## config.mk

```make
export PLATFORM = sky130hd
export DESIGN_NAME = gled_port
export DESIGN_NICKNAME = d
export VERILOG_FILES = /design/src/gled_pkg.sv /design/src/gled_port.sv
export VERILOG_INCLUDE_DIRS = /design/src /design/src/src
export SDC_FILE = /design/constraint.sdc
export NUM_CORES = 1
export LEC_CHECK = 0
export ABC_AREA = 1
export ABC_CLOCK_PERIOD_IN_PS = 1550
export BUFFER_PORTS_ARGS = -buffer_cell sky130_fd_sc_hd__buf_2
export CAP_MARGIN = 20
export CORE_MARGIN = 5
export CORE_UTILIZATION = 48
export DETAILED_ROUTE_END_ITERATION = 8
export GPL_ROUTABILITY_DRIVEN = 0
export PLACE_DENSITY = 0.77
export SYNTH_ARGS = -nofsm -noshare
export SYNTH_HDL_FRONTEND = slang
export SYNTH_SLANG_ARGS = --single-unit
```

## constraint.sdc

```tcl
create_clock -name clk_i -period 1.55 [get_ports clk_i]
set_input_delay 0.0775 -clock clk_i [delete_from_list [all_inputs] [get_ports clk_i]]
set_output_delay 0.0775 -clock clk_i [all_outputs]
set_load 0.05 [all_outputs]
```

## src/gled_consts.svh

```systemverilog
`ifndef GLED_CONSTS_SVH
`define GLED_CONSTS_SVH

// register byte offsets
`define GLED_CFG_OFF     12'h000
`define GLED_DATA_OFF    12'h004
`define GLED_STATUS_OFF  12'h008

// configuration field positions, per pin n: dir at n, odrain at 4+n, led at 8+n
`define GLED_CFG_DIR_POS 0
`define GLED_CFG_OD_POS  4
`define GLED_CFG_LED_POS 8

// reset values: all pins inputs, push-pull, general-purpose, data low
`define GLED_CFG_RST     32'h0000_0000
`define GLED_DATA_RST    32'h0000_0000

// activity blink timing
`define GLED_CLK_HZ      200000000
`define GLED_BLINK_MS    80
`define GLED_BLINK_CYC   ((`GLED_CLK_HZ / 1000) * `GLED_BLINK_MS)

`endif

```

## src/gled_pkg.sv

```systemverilog
package gled_pkg;

  typedef enum logic [1:0] {
    GLED_SPEED_10,
    GLED_SPEED_100,
    GLED_SPEED_ANEG,
    GLED_SPEED_NOLINK
  } gled_speed_t;

  typedef struct packed {
    logic        link_up;
    gled_speed_t speed;
    logic        full_duplex;
    logic        activity;
  } gled_net_status_t;

  typedef struct packed {
    logic [2:0] o;
    logic [2:0] oe;
  } gled_pad_drive_t;

endpackage : gled_pkg

```

## src/gled_port.sv

```systemverilog
// The placing of the registers and the APB interface to the registers are this design's own decisions.
`timescale 1ns/1ps
// Operation
// each pin: input, push-pull or open-drain
// each pin may switch to indicator function
// indicator pins always driven open-drain
// speed low at 100M/aneg/unplugged, high 10M
// link-activity low while link valid
// activity drives it high for 80 ms
// then low at least 80 ms
// repeats while activity continues after low period
// duplex low in full duplex, else high
// gpio outputs from data, inputs readable

`include "gled_consts.svh"

module gled_port
  import gled_pkg::*;
#(
  parameter int unsigned NPINS     = 3,
  parameter int unsigned BLINK_CYC = `GLED_BLINK_CYC
) (
  // clock and reset
  input  wire logic             clk_i,
  input  wire logic             resetn_i,
  // apb slave
  input  wire logic             psel_i,
  input  wire logic             penable_i,
  input  wire logic             pwrite_i,
  input  wire logic [11:0]      paddr_i,
  input  wire logic [31:0]      pwdata_i,
  input  wire logic [3:0]       pstrb_i,
  output logic      [31:0]      prdata_o,
  output logic                  pready_o,
  output logic                  pslverr_o,
  // network status from the phy/mac
  input  wire gled_net_status_t net_status_i,
  // pads
  input  wire logic [NPINS-1:0] pad_i,
  output gled_pad_drive_t       pad_o
);

  localparam int unsigned CW = $clog2(BLINK_CYC + 1);

  // the pin map and the register layout are fixed at three pins
  if (NPINS != 3) begin : g_bad_pins
    $error("gled_port serves exactly three pins");
  end
  // a count below two leaves no room for the reload in the blinker
  if (BLINK_CYC < 2) begin : g_bad_blink
    $error("gled_port blink count too small");
  end

  logic [31:0]      cfg_q;
  logic [31:0]      data_q;
  logic [NPINS-1:0] in_q;
  logic [31:0]      rdata_d;
  logic             wr_en;
  logic             rd_en;
  logic             addr_ok;

  // apb slave
  // zero wait states: every access completes in its first access cycle
  // unmapped accesses answer with pslverr and leave every register alone
  // byte lanes follow pstrb; bits with no function read back as zero
  assign pready_o = 1'b1;
  assign wr_en    = psel_i && penable_i && pwrite_i;
  assign rd_en    = psel_i && penable_i && !pwrite_i;
  assign addr_ok  = (paddr_i == `GLED_CFG_OFF) || (paddr_i == `GLED_DATA_OFF) ||
                    (paddr_i == `GLED_STATUS_OFF);
  assign pslverr_o = psel_i && penable_i && !addr_ok;

  function automatic logic [31:0] merge(input logic [31:0] old, input logic [31:0] nw,
                                        input logic [3:0] st);
    logic [31:0] r;
    r = old;
    for (int b = 0; b < 4; b++) begin
      if (st[b]) r[b*8 +: 8] = nw[b*8 +: 8];
    end
    return r;
  endfunction : merge

  always_ff @(posedge clk_i or negedge resetn_i) begin
    if (!resetn_i) begin
      cfg_q <= `GLED_CFG_RST;
    end else if (wr_en && paddr_i == `GLED_CFG_OFF) begin
      cfg_q <= merge(cfg_q, pwdata_i, pstrb_i) & 32'h0000_0777;
    end
  end

  always_ff @(posedge clk_i or negedge resetn_i) begin
    if (!resetn_i) begin
      data_q <= `GLED_DATA_RST;
    end else if (wr_en && paddr_i == `GLED_DATA_OFF) begin
      data_q <= merge(data_q, pwdata_i, pstrb_i) & 32'h0000_0007;
    end
  end

  // pads are synchronous to clk; one register gives a clean read value
  always_ff @(posedge clk_i or negedge resetn_i) begin
    if (!resetn_i) begin
      in_q <= '0;
    end else begin
      in_q <= pad_i;
    end
  end

  always_comb begin
    rdata_d = 32'h0000_0000;
    unique case (paddr_i)
      `GLED_CFG_OFF:    rdata_d = cfg_q;
      `GLED_DATA_OFF:   rdata_d = {25'h0, in_q, 1'b0, data_q[2:0]};
      `GLED_STATUS_OFF: rdata_d = {27'h0, net_status_i};
      default:          rdata_d = 32'h0000_0000;
    endcase
  end

  // read data is captured in the setup cycle, so it stands through the access phase
  // and a pad edge during the access cannot tear the value
  always_ff @(posedge clk_i or negedge resetn_i) begin
    if (!resetn_i) begin
      prdata_o <= 32'h0000_0000;
    end else if (psel_i && !penable_i && !pwrite_i) begin
      prdata_o <= rdata_d;
    end
  end

  // activity blinker
  // activity is a level; one cycle of it is enough to start an off pulse
  // the hold state guarantees the minimum lit time between two off pulses;
  // with steady traffic one solid cycle sits between hold and the next pulse
  // a link drop abandons any pulse in progress and restarts from solid
  typedef enum logic [1:0] {BL_SOLID, BL_OFF, BL_HOLD} gled_blink_t;
  gled_blink_t     bl_q;
  logic [CW-1:0]   bl_cnt_q;

  always_ff @(posedge clk_i or negedge resetn_i) begin
    if (!resetn_i) begin
      bl_q     <= BL_SOLID;
      bl_cnt_q <= '0;
    end else if (!net_status_i.link_up) begin
      bl_q     <= BL_SOLID;
      bl_cnt_q <= '0;
    end else begin
      unique case (bl_q)
        BL_SOLID: if (net_status_i.activity) begin
          bl_q     <= BL_OFF;
          bl_cnt_q <= CW'(BLINK_CYC - 1);
        end
        BL_OFF: if (bl_cnt_q == '0) begin
          bl_q     <= BL_HOLD;
          bl_cnt_q <= CW'(BLINK_CYC - 1);
        end else begin
          bl_cnt_q <= bl_cnt_q - 1'b1;
        end
        BL_HOLD: if (bl_cnt_q == '0) begin
          bl_q <= BL_SOLID;
        end else begin
          bl_cnt_q <= bl_cnt_q - 1'b1;
        end
      endcase
    end
  end

  // indicator levels (1 = release, 0 = pull low)
  // no link and auto-negotiation both leave the speed lamp lit
  logic [2:0] led_lvl;
  logic       speed_indicator_n;
  logic       link_activity_indicator_n;
  logic       duplex_indicator_n;

  assign speed_indicator_n         = net_status_i.link_up &&
                                     net_status_i.speed == GLED_SPEED_10;
  // link down releases the lamp; link up is solid low except during the off pulse
  assign link_activity_indicator_n = !net_status_i.link_up || bl_q == BL_OFF;
  assign duplex_indicator_n        = !(net_status_i.link_up &&
                                       net_status_i.full_duplex);
  assign led_lvl = {duplex_indicator_n, link_activity_indicator_n, speed_indicator_n};

  // per-pin drive
  // indicator mode wins over direction and output type
  // data bits only matter while a pin is a gpio output
  logic [2:0] o_d;
  logic [2:0] oe_d;

  for (genvar n = 0; n < NPINS; n++) begin : g_pin
    always_comb begin
      if (cfg_q[`GLED_CFG_LED_POS + n]) begin
        o_d[n]  = 1'b0;
        oe_d[n] = !led_lvl[n];
      end else if (!cfg_q[`GLED_CFG_DIR_POS + n]) begin
        o_d[n]  = 1'b0;
        oe_d[n] = 1'b0;
      end else if (cfg_q[`GLED_CFG_OD_POS + n]) begin
        o_d[n]  = 1'b0;
        oe_d[n] = !data_q[n];
      end else begin
        o_d[n]  = data_q[n];
        oe_d[n] = 1'b1;
      end
    end
  end

  // pads are registered so they never glitch while config or status settle
  always_ff @(posedge clk_i or negedge resetn_i) begin
    if (!resetn_i) begin
      pad_o <= '0;
    end else begin
      pad_o.o  <= o_d;
      pad_o.oe <= oe_d;
    end
  end

  // assertions
  a_led_opendrain: assert property (@(posedge clk_i) disable iff (!resetn_i)
    cfg_q[8] |=> (pad_o.o[0] == 1'b0)) else $error("indicator pin driven high");
  a_speed_level: assert property (@(posedge clk_i) disable iff (!resetn_i)
    (cfg_q[8] && net_status_i.speed == GLED_SPEED_100) |=> pad_o.oe[0])
    else $error("speed lamp not low at 100M");
  a_link_solid: assert property (@(posedge clk_i) disable iff (!resetn_i)
    (net_status_i.link_up && bl_q != BL_OFF) |-> !link_activity_indicator_n)
    else $error("link lamp not lit");
  a_off_length: assert property (@(posedge clk_i) disable iff (!resetn_i)
    (net_status_i.link_up && bl_q == BL_OFF && bl_cnt_q != '0)
      |=> (bl_q == BL_OFF && bl_cnt_q == $past(bl_cnt_q) - 1'b1))
    else $error("off pulse count wrong");
  a_hold_follows: assert property (@(posedge clk_i) disable iff (!resetn_i)
    (net_status_i.link_up && bl_q == BL_OFF && bl_cnt_q == '0) |=> bl_q == BL_HOLD)
    else $error("no low hold after off pulse");
  a_reblink: assert property (@(posedge clk_i) disable iff (!resetn_i)
    (net_status_i.link_up && bl_q == BL_SOLID && net_status_i.activity) |=> bl_q == BL_OFF)
    else $error("activity did not start a blink");
  a_duplex_level: assert property (@(posedge clk_i) disable iff (!resetn_i)
    (cfg_q[10] && !net_status_i.link_up) |=> !pad_o.oe[2])
    else $error("duplex lamp lit without link");
  a_gpio_pushpull: assert property (@(posedge clk_i) disable iff (!resetn_i)
    (cfg_q[2:0] == 3'h7 && cfg_q[6:4] == 3'h0 && cfg_q[10:8] == 3'h0)
      |=> (pad_o.oe == 3'h7 && pad_o.o == $past(data_q[2:0])))
    else $error("push-pull output mismatch");
  a_input_float: assert property (@(posedge clk_i) disable iff (!resetn_i)
    (cfg_q[10:8] == 3'h0 && cfg_q[2:0] == 3'h0) |=> pad_o.oe == 3'h0)
    else $error("input pin driven");

  // blinker timing
  a_off_start: assert property (@(posedge clk_i) disable iff (!resetn_i)
    (net_status_i.link_up && bl_q == BL_SOLID && net_status_i.activity)
      |=> bl_cnt_q == CW'(BLINK_CYC - 1))
    else $error("off pulse count not loaded");
  a_cnt_range: assert property (@(posedge clk_i) disable iff (!resetn_i)
    bl_cnt_q <= CW'(BLINK_CYC - 1))
    else $error("blink count out of range");
  a_hold_length: assert property (@(posedge clk_i) disable iff (!resetn_i)
    (net_status_i.link_up && bl_q == BL_HOLD && bl_cnt_q != '0)
      |=> (bl_q == BL_HOLD && bl_cnt_q == $past(bl_cnt_q) - 1'b1))
    else $error("low hold cut short");
  a_blink_drop: assert property (@(posedge clk_i) disable iff (!resetn_i)
    !net_status_i.link_up |=> bl_q == BL_SOLID)
    else $error("blinker not idle without link");

  // lamp levels
  a_link_released: assert property (@(posedge clk_i) disable iff (!resetn_i)
    (cfg_q[9] && !net_status_i.link_up) |=> !pad_o.oe[1])
    else $error("link lamp lit without link");
  a_speed_ten: assert property (@(posedge clk_i) disable iff (!resetn_i)
    (cfg_q[8] && net_status_i.link_up && net_status_i.speed == GLED_SPEED_10)
      |=> !pad_o.oe[0])
    else $error("speed lamp lit at 10M");
  a_duplex_full: assert property (@(posedge clk_i) disable iff (!resetn_i)
    (cfg_q[10] && net_status_i.link_up && net_status_i.full_duplex) |=> pad_o.oe[2])
    else $error("duplex lamp dark in full duplex");

  // registers and pad sampling
  a_input_sample: assert property (@(posedge clk_i) disable iff (!resetn_i)
    1'b1 |=> in_q == $past(pad_i))
    else $error("input sample lost");
  a_unmapped_write: assert property (@(posedge clk_i) disable iff (!resetn_i)
    (wr_en && !addr_ok) |=> ($stable(cfg_q) && $stable(data_q)))
    else $error("unmapped write changed a register");

  // per-pin drive checks
  for (genvar n = 0; n < NPINS; n++) begin : g_pin_chk
    a_pin_led_od: assert property (@(posedge clk_i) disable iff (!resetn_i)
      cfg_q[`GLED_CFG_LED_POS + n] |=> pad_o.o[n] == 1'b0)
      else $error("indicator pin driven high");
    a_pin_od_gpio: assert property (@(posedge clk_i) disable iff (!resetn_i)
      (!cfg_q[`GLED_CFG_LED_POS + n] && cfg_q[`GLED_CFG_DIR_POS + n] &&
       cfg_q[`GLED_CFG_OD_POS + n])
        |=> (pad_o.o[n] == 1'b0 && pad_o.oe[n] == !$past(data_q[n])))
      else $error("open-drain output mismatch");
    a_pin_input: assert property (@(posedge clk_i) disable iff (!resetn_i)
      (!cfg_q[`GLED_CFG_LED_POS + n] && !cfg_q[`GLED_CFG_DIR_POS + n]) |=> !pad_o.oe[n])
      else $error("input pin driven");
  end

  c_blink: cover property (@(posedge clk_i) disable iff (!resetn_i)
    bl_q == BL_OFF ##1 bl_q == BL_HOLD);
  c_led_mode: cover property (@(posedge clk_i) disable iff (!resetn_i) cfg_q[10:8] == 3'h7);
  c_od_out: cover property (@(posedge clk_i) disable iff (!resetn_i)
    cfg_q[0] && cfg_q[4] && !cfg_q[8]);
  c_link_drop: cover property (@(posedge clk_i) disable iff (!resetn_i)
    bl_q == BL_OFF ##1 !net_status_i.link_up);
  c_reblink: cover property (@(posedge clk_i) disable iff (!resetn_i)
    bl_q == BL_HOLD ##1 bl_q == BL_SOLID ##1 bl_q == BL_OFF);

endmodule : gled_port

```

==> flow_summary_export.csv <==
group,metric,value,unit
floorplan,rows,31,
clock_network,root_buffer,"clkbuf_8",
place,hpwl,6.77,mm
place,dpl_cell_area,0.00418,sq mm
route,wire_per_inst,15.6,um
floorplan,die_area,0.00927,sq mm
synth,synth_cell_types,36,
synth,synth_edf_count,0,
clock_network,cts_buffers,9,
critical_path,max_stage_delay,0.39,ns
critical_path,start_kind,"register",
global_route,antenna_found_initial,0,
clock_network,clk_path_buf_depth,2,
global_route,grt_pass1_wl,16.3,mm
timing,skew,0.00804,ns
critical_path,critPathTopFamily,"simple AND/OR/NAND/NOR gates",
floorplan,die-width,96.3,um
power_and_ir_drop,ir_worst_vdd,1120,uV
route,drc,0,
timing,rsz0062_at_grt,"true",
synth,syn_avg_cell_area,7.48,sq um
timing,whs,0.0362,ns
cells_and_area,multi_input_area,0.00205,sq mm
critical_path,r2r_setup_slack,-0.15,ns
critical_path,cp_cell_sequence,"buf_4 -> nor2_4 -> nand2_4 -> nor2_2 -> buf_6 -> nand3_1 -> nand2_1 -> nand2_2 -> nand2_2 -> nand3_2 -> nand2_2 -> nand2_1",
clock_network,cts_tree,"done",
critical_path,path_max_fanout,5,
cells_and_area,n_antenna_cell,0,
floorplan,ios,101,
cells_and_area,drive_gt1_share,39.3,%
synth,syn-cell-area,0.00357,sq mm
cells_and_area,syn2layout_area_growth,41.3,%
route,initialDrtViolationCount,418,
critical_path,cp_num_buf_inv,2,
route,viasPerCell,5.35,
synth,ys_warn_count,0,
cells_and_area,fin_area,0.00505,sq mm
critical_path,reg2reg_depth,12,
synth,synth-seq-cells,57,
global_route,grt_usage,22.8,%
power_and_ir_drop,power.density,1690,mW/mm^2
cells_and_area,nets,677,
cells_and_area,regArea,0.00143,sq mm
route,drt_first_pass_iters,7,
timing,setup_viol,25,
critical_path,crit_top_cell,"nand2_2",
critical_path,critical_path_required,1.79,ns
synth,async_flop_share,100,%
timing,fmax,589,MHz
floorplan,core,0.00725,sq mm
cells_and_area,layoutNonFillerInstCount,714,
run_status,violations,"setup timing",
timing,setup_ws,-0.149,ns
clock_network,cts_sinks,57,
cells_and_area,num-fill-cells,513,
critical_path,cp_slowest_cell,"dfrtp_1",
critical_path,path_class,"reg -> reg",
floorplan,chipHeight,96.3,um
power_and_ir_drop,power.leakage,2.61,nW
critical_path,startpoint,"bl_cnt_q[1]$_DFFE_PN0P_",
critical_path,timing.rr.start,"bl_cnt_q[1]$_DFFE_PN0P_",
place,dp_cells,666,
route,vias,3820,
place,portBuffers,52,
global_route,grt_pass1_vias,3627,
critical_path,crit_arrival,1.94,ns
synth,ys.flop_type,"dfrtp_1",
timing,period_needed,1.70,ns
clock_network,path_clk_slew,0.07,ns
timing,min_period_over_period,110,%
route,ant_nets,0,
synth,ys_seq_area_share,39.9,%
critical_path,cp.depth,12,
critical_path,r2r_end,"bl_cnt_q[21]$_DFFE_PN0P_",
run_status,status,"complete, but fails checks",
critical_path,worst_setup_path_end_kind,"register",
critical_path,endpoint,"bl_cnt_q[21]$_DFFE_PN0P_",
clock_network,htree_levels,3,
worst_hold_path,hp-class,"in -> reg",
global_route,grt_max_degree,58,
timing,finalHoldViolCount,0,
clock_network,insertion_delay,0.35,ns
timing,slew_viol_final,0,
floorplan,initial_core_util,49.3,%
synth,netlist_instances,478,
flow_run,drv_cap,0,
route,drt-total-wl,11.2,mm
global_route,gr-total-overflow,0,
[worst reg2reg max path: stages (launching register included)]
cell     delay (ns)
dfrtp_1        0.39
buf_4          0.15
nor2_4         0.14
nand2_4        0.10
nor2_2         0.14
buf_6          0.12
nand3_1        0.10
nand2_1        0.11
nand2_2        0.08
nand2_2        0.08
nand3_2        0.07
nand2_2        0.06
nand2_1        0.04
[metal layers]
metal / part of all wire [%] / vias up / global-route usage, %
li1: - / 1743 / -
met1: 39 / 1790 / 27.2
met2: 50 / 227 / 38.7
met3: 7.8 / 60 / 5.55
met4: 3.6 / 0 / 10.0
met5: 0 / - / 0
[per-stage QoR]
| stage | setup slack [ns] | util [%] | total power, W | TNS [ns] |
|---|---|---|---|---|
| floorplan | 0.00972 | - | 0.00415 | 0 |
| global placement | -0.296 | 57.7 | 0.00518 | -3.93 |
| detailed placement | -0.414 | 57.7 | 0.00529 | -5.79 |
| CTS | -0.0932 | 65.6 | 0.00748 | -1.51 |
| global route | -0.213 | 69.7 | 0.00896 | -3.60 |
| finish | -0.149 | 69.7 | 0.00853 | -1.78 |
[power breakdown]
| group | total, W | switching, W | internal [W] |
|---|---|---|---|
| combinational | 0.00486 | 0.00287 | 0.00199 |
| sequential | 0.00199 | 0.000263 | 0.00173 |
| clock | 0.00168 | 0.000648 | 0.00104 |
| total | 0.00853 | 0.00378 | 0.00475 |
[cells in the mapped netlist, drive strengths merged, types with 2 or more instances]
cell / n / share of area (%)
nand3: 31 / 5.0
buf: 30 / 6.8
o21ai: 43 / 7.0
xor2: 3 / 0.74
ha: 6 / 2.1
xnor2: 2 / 0.49
a31o: 2 / 0.49
o211ai: 4 / 0.84
nand2: 145 / 16
a21oi: 7 / 0.98
nand4: 7 / 1.6
nor3: 6 / 0.84
dfrtp: 57 / 40
inv: 58 / 6.2
nor2: 63 / 8.4
nand3b: 2 / 0.42
o31ai: 5 / 1.1
conb: 2 / 0.21
[final cells by class]
type                            count  area share (%)
Timing Repair Buffer              131            19.4
Clock inverter                      4            1.46
Tap cell                           99            2.45
Multi-Input combinational cell    353            40.6
Sequential cell                    57            28.3
Inverter                           58            4.56
Clock buffer                       12            3.27
[state kept, by name, summed over array words and instances, names as in the netlist]
register and flops:
bl_cnt_q 24, bl_q 2, cfg_q 9, data_q 3, in_q 3, pad_o 6
prdata_o 10
[cell usage in the layout, fill, tap and decap left out, types with 4 or more instances in the layout]
cell type | synthesis | layout
buf_2 | 2 | 52
o31ai_1 | 5 | 5
conb_1 | 2 | 23
nor2_1 | 47 | 33
nand2_2 | 6 | 24
inv_2 | 1 | 9
nand3_1 | 26 | 24
nand2_4 | 1 | 7
o21ai_0 | 28 | 15
nor2_2 | 11 | 14
inv_1 | 56 | 48
o21ai_1 | 6 | 13
nand2_1 | 138 | 114
nand4_1 | 6 | 6
nor2_4 | 5 | 16
buf_4 | 23 | 56
buf_12 | 0 | 5
o21ai_2 | 9 | 15
nand3_2 | 5 | 6
o211ai_1 | 4 | 4
clkbuf_8 | 0 | 12
dfrtp_1 | 57 | 54
a21oi_1 | 7 | 7
dlygate4sd3_1 | 0 | 14
[timing repair]
| item | 4_1_cts | 5_1_grt |
|---|---|---|
| resized for setup | 39 | 66 |
| setup buffers | 12 | 7 |
| hold endpoints to repair | 72 | 0 |
| setup endpoints to repair | 26 | 26 |
| hold buffers | 14 | 0 |
| gates cloned | 0 | 1 |
| pin swaps | 6 | 22 |
[logic make-up (layout without fill, tap and decap cells)]
| kind of cell | count (synthesis) | after routing | share of synthesized area, % |
|---|---|---|---|
| and+or+nand+nor | 256 | 256 | 32.6 |
| muxes | 1 | 1 | 0.315 |
| DFF | 57 | 57 | 39.9 |
| xor gates and xnor gates | 5 | 5 | 1.23 |
| other | 2 | 23 | 0.210 |
| buffers and inverters | 89 | 205 | 13.1 |
| adders and majority gates | 6 | 6 | 2.10 |
| AOI/OAI and AO/OA | 62 | 62 | 10.5 |
[worst min-delay path by stage]
stage | slack [ns] | to | depth (start not counted) | from
CTS | 0.02 | pad_o[2]$_DFF_PN0_ | 3 | net_status_i[1]
finish | 0.04 | pad_o[2]$_DFF_PN0_ | 3 | net_status_i[1]
detailed placement | 0.10 | bl_cnt_q[9]$_DFFE_PN0P_ | 2 | resetn_i
global placement | 0.10 | bl_cnt_q[9]$_DFFE_PN0P_ | 2 | resetn_i
global route | 0.04 | pad_o[2]$_DFF_PN0_ | 3 | net_status_i[1]
floorplan | -0.22 | bl_cnt_q[0]$_DFFE_PN0P_ | 0 | resetn_i
Power figures use the tool's default switching activity.
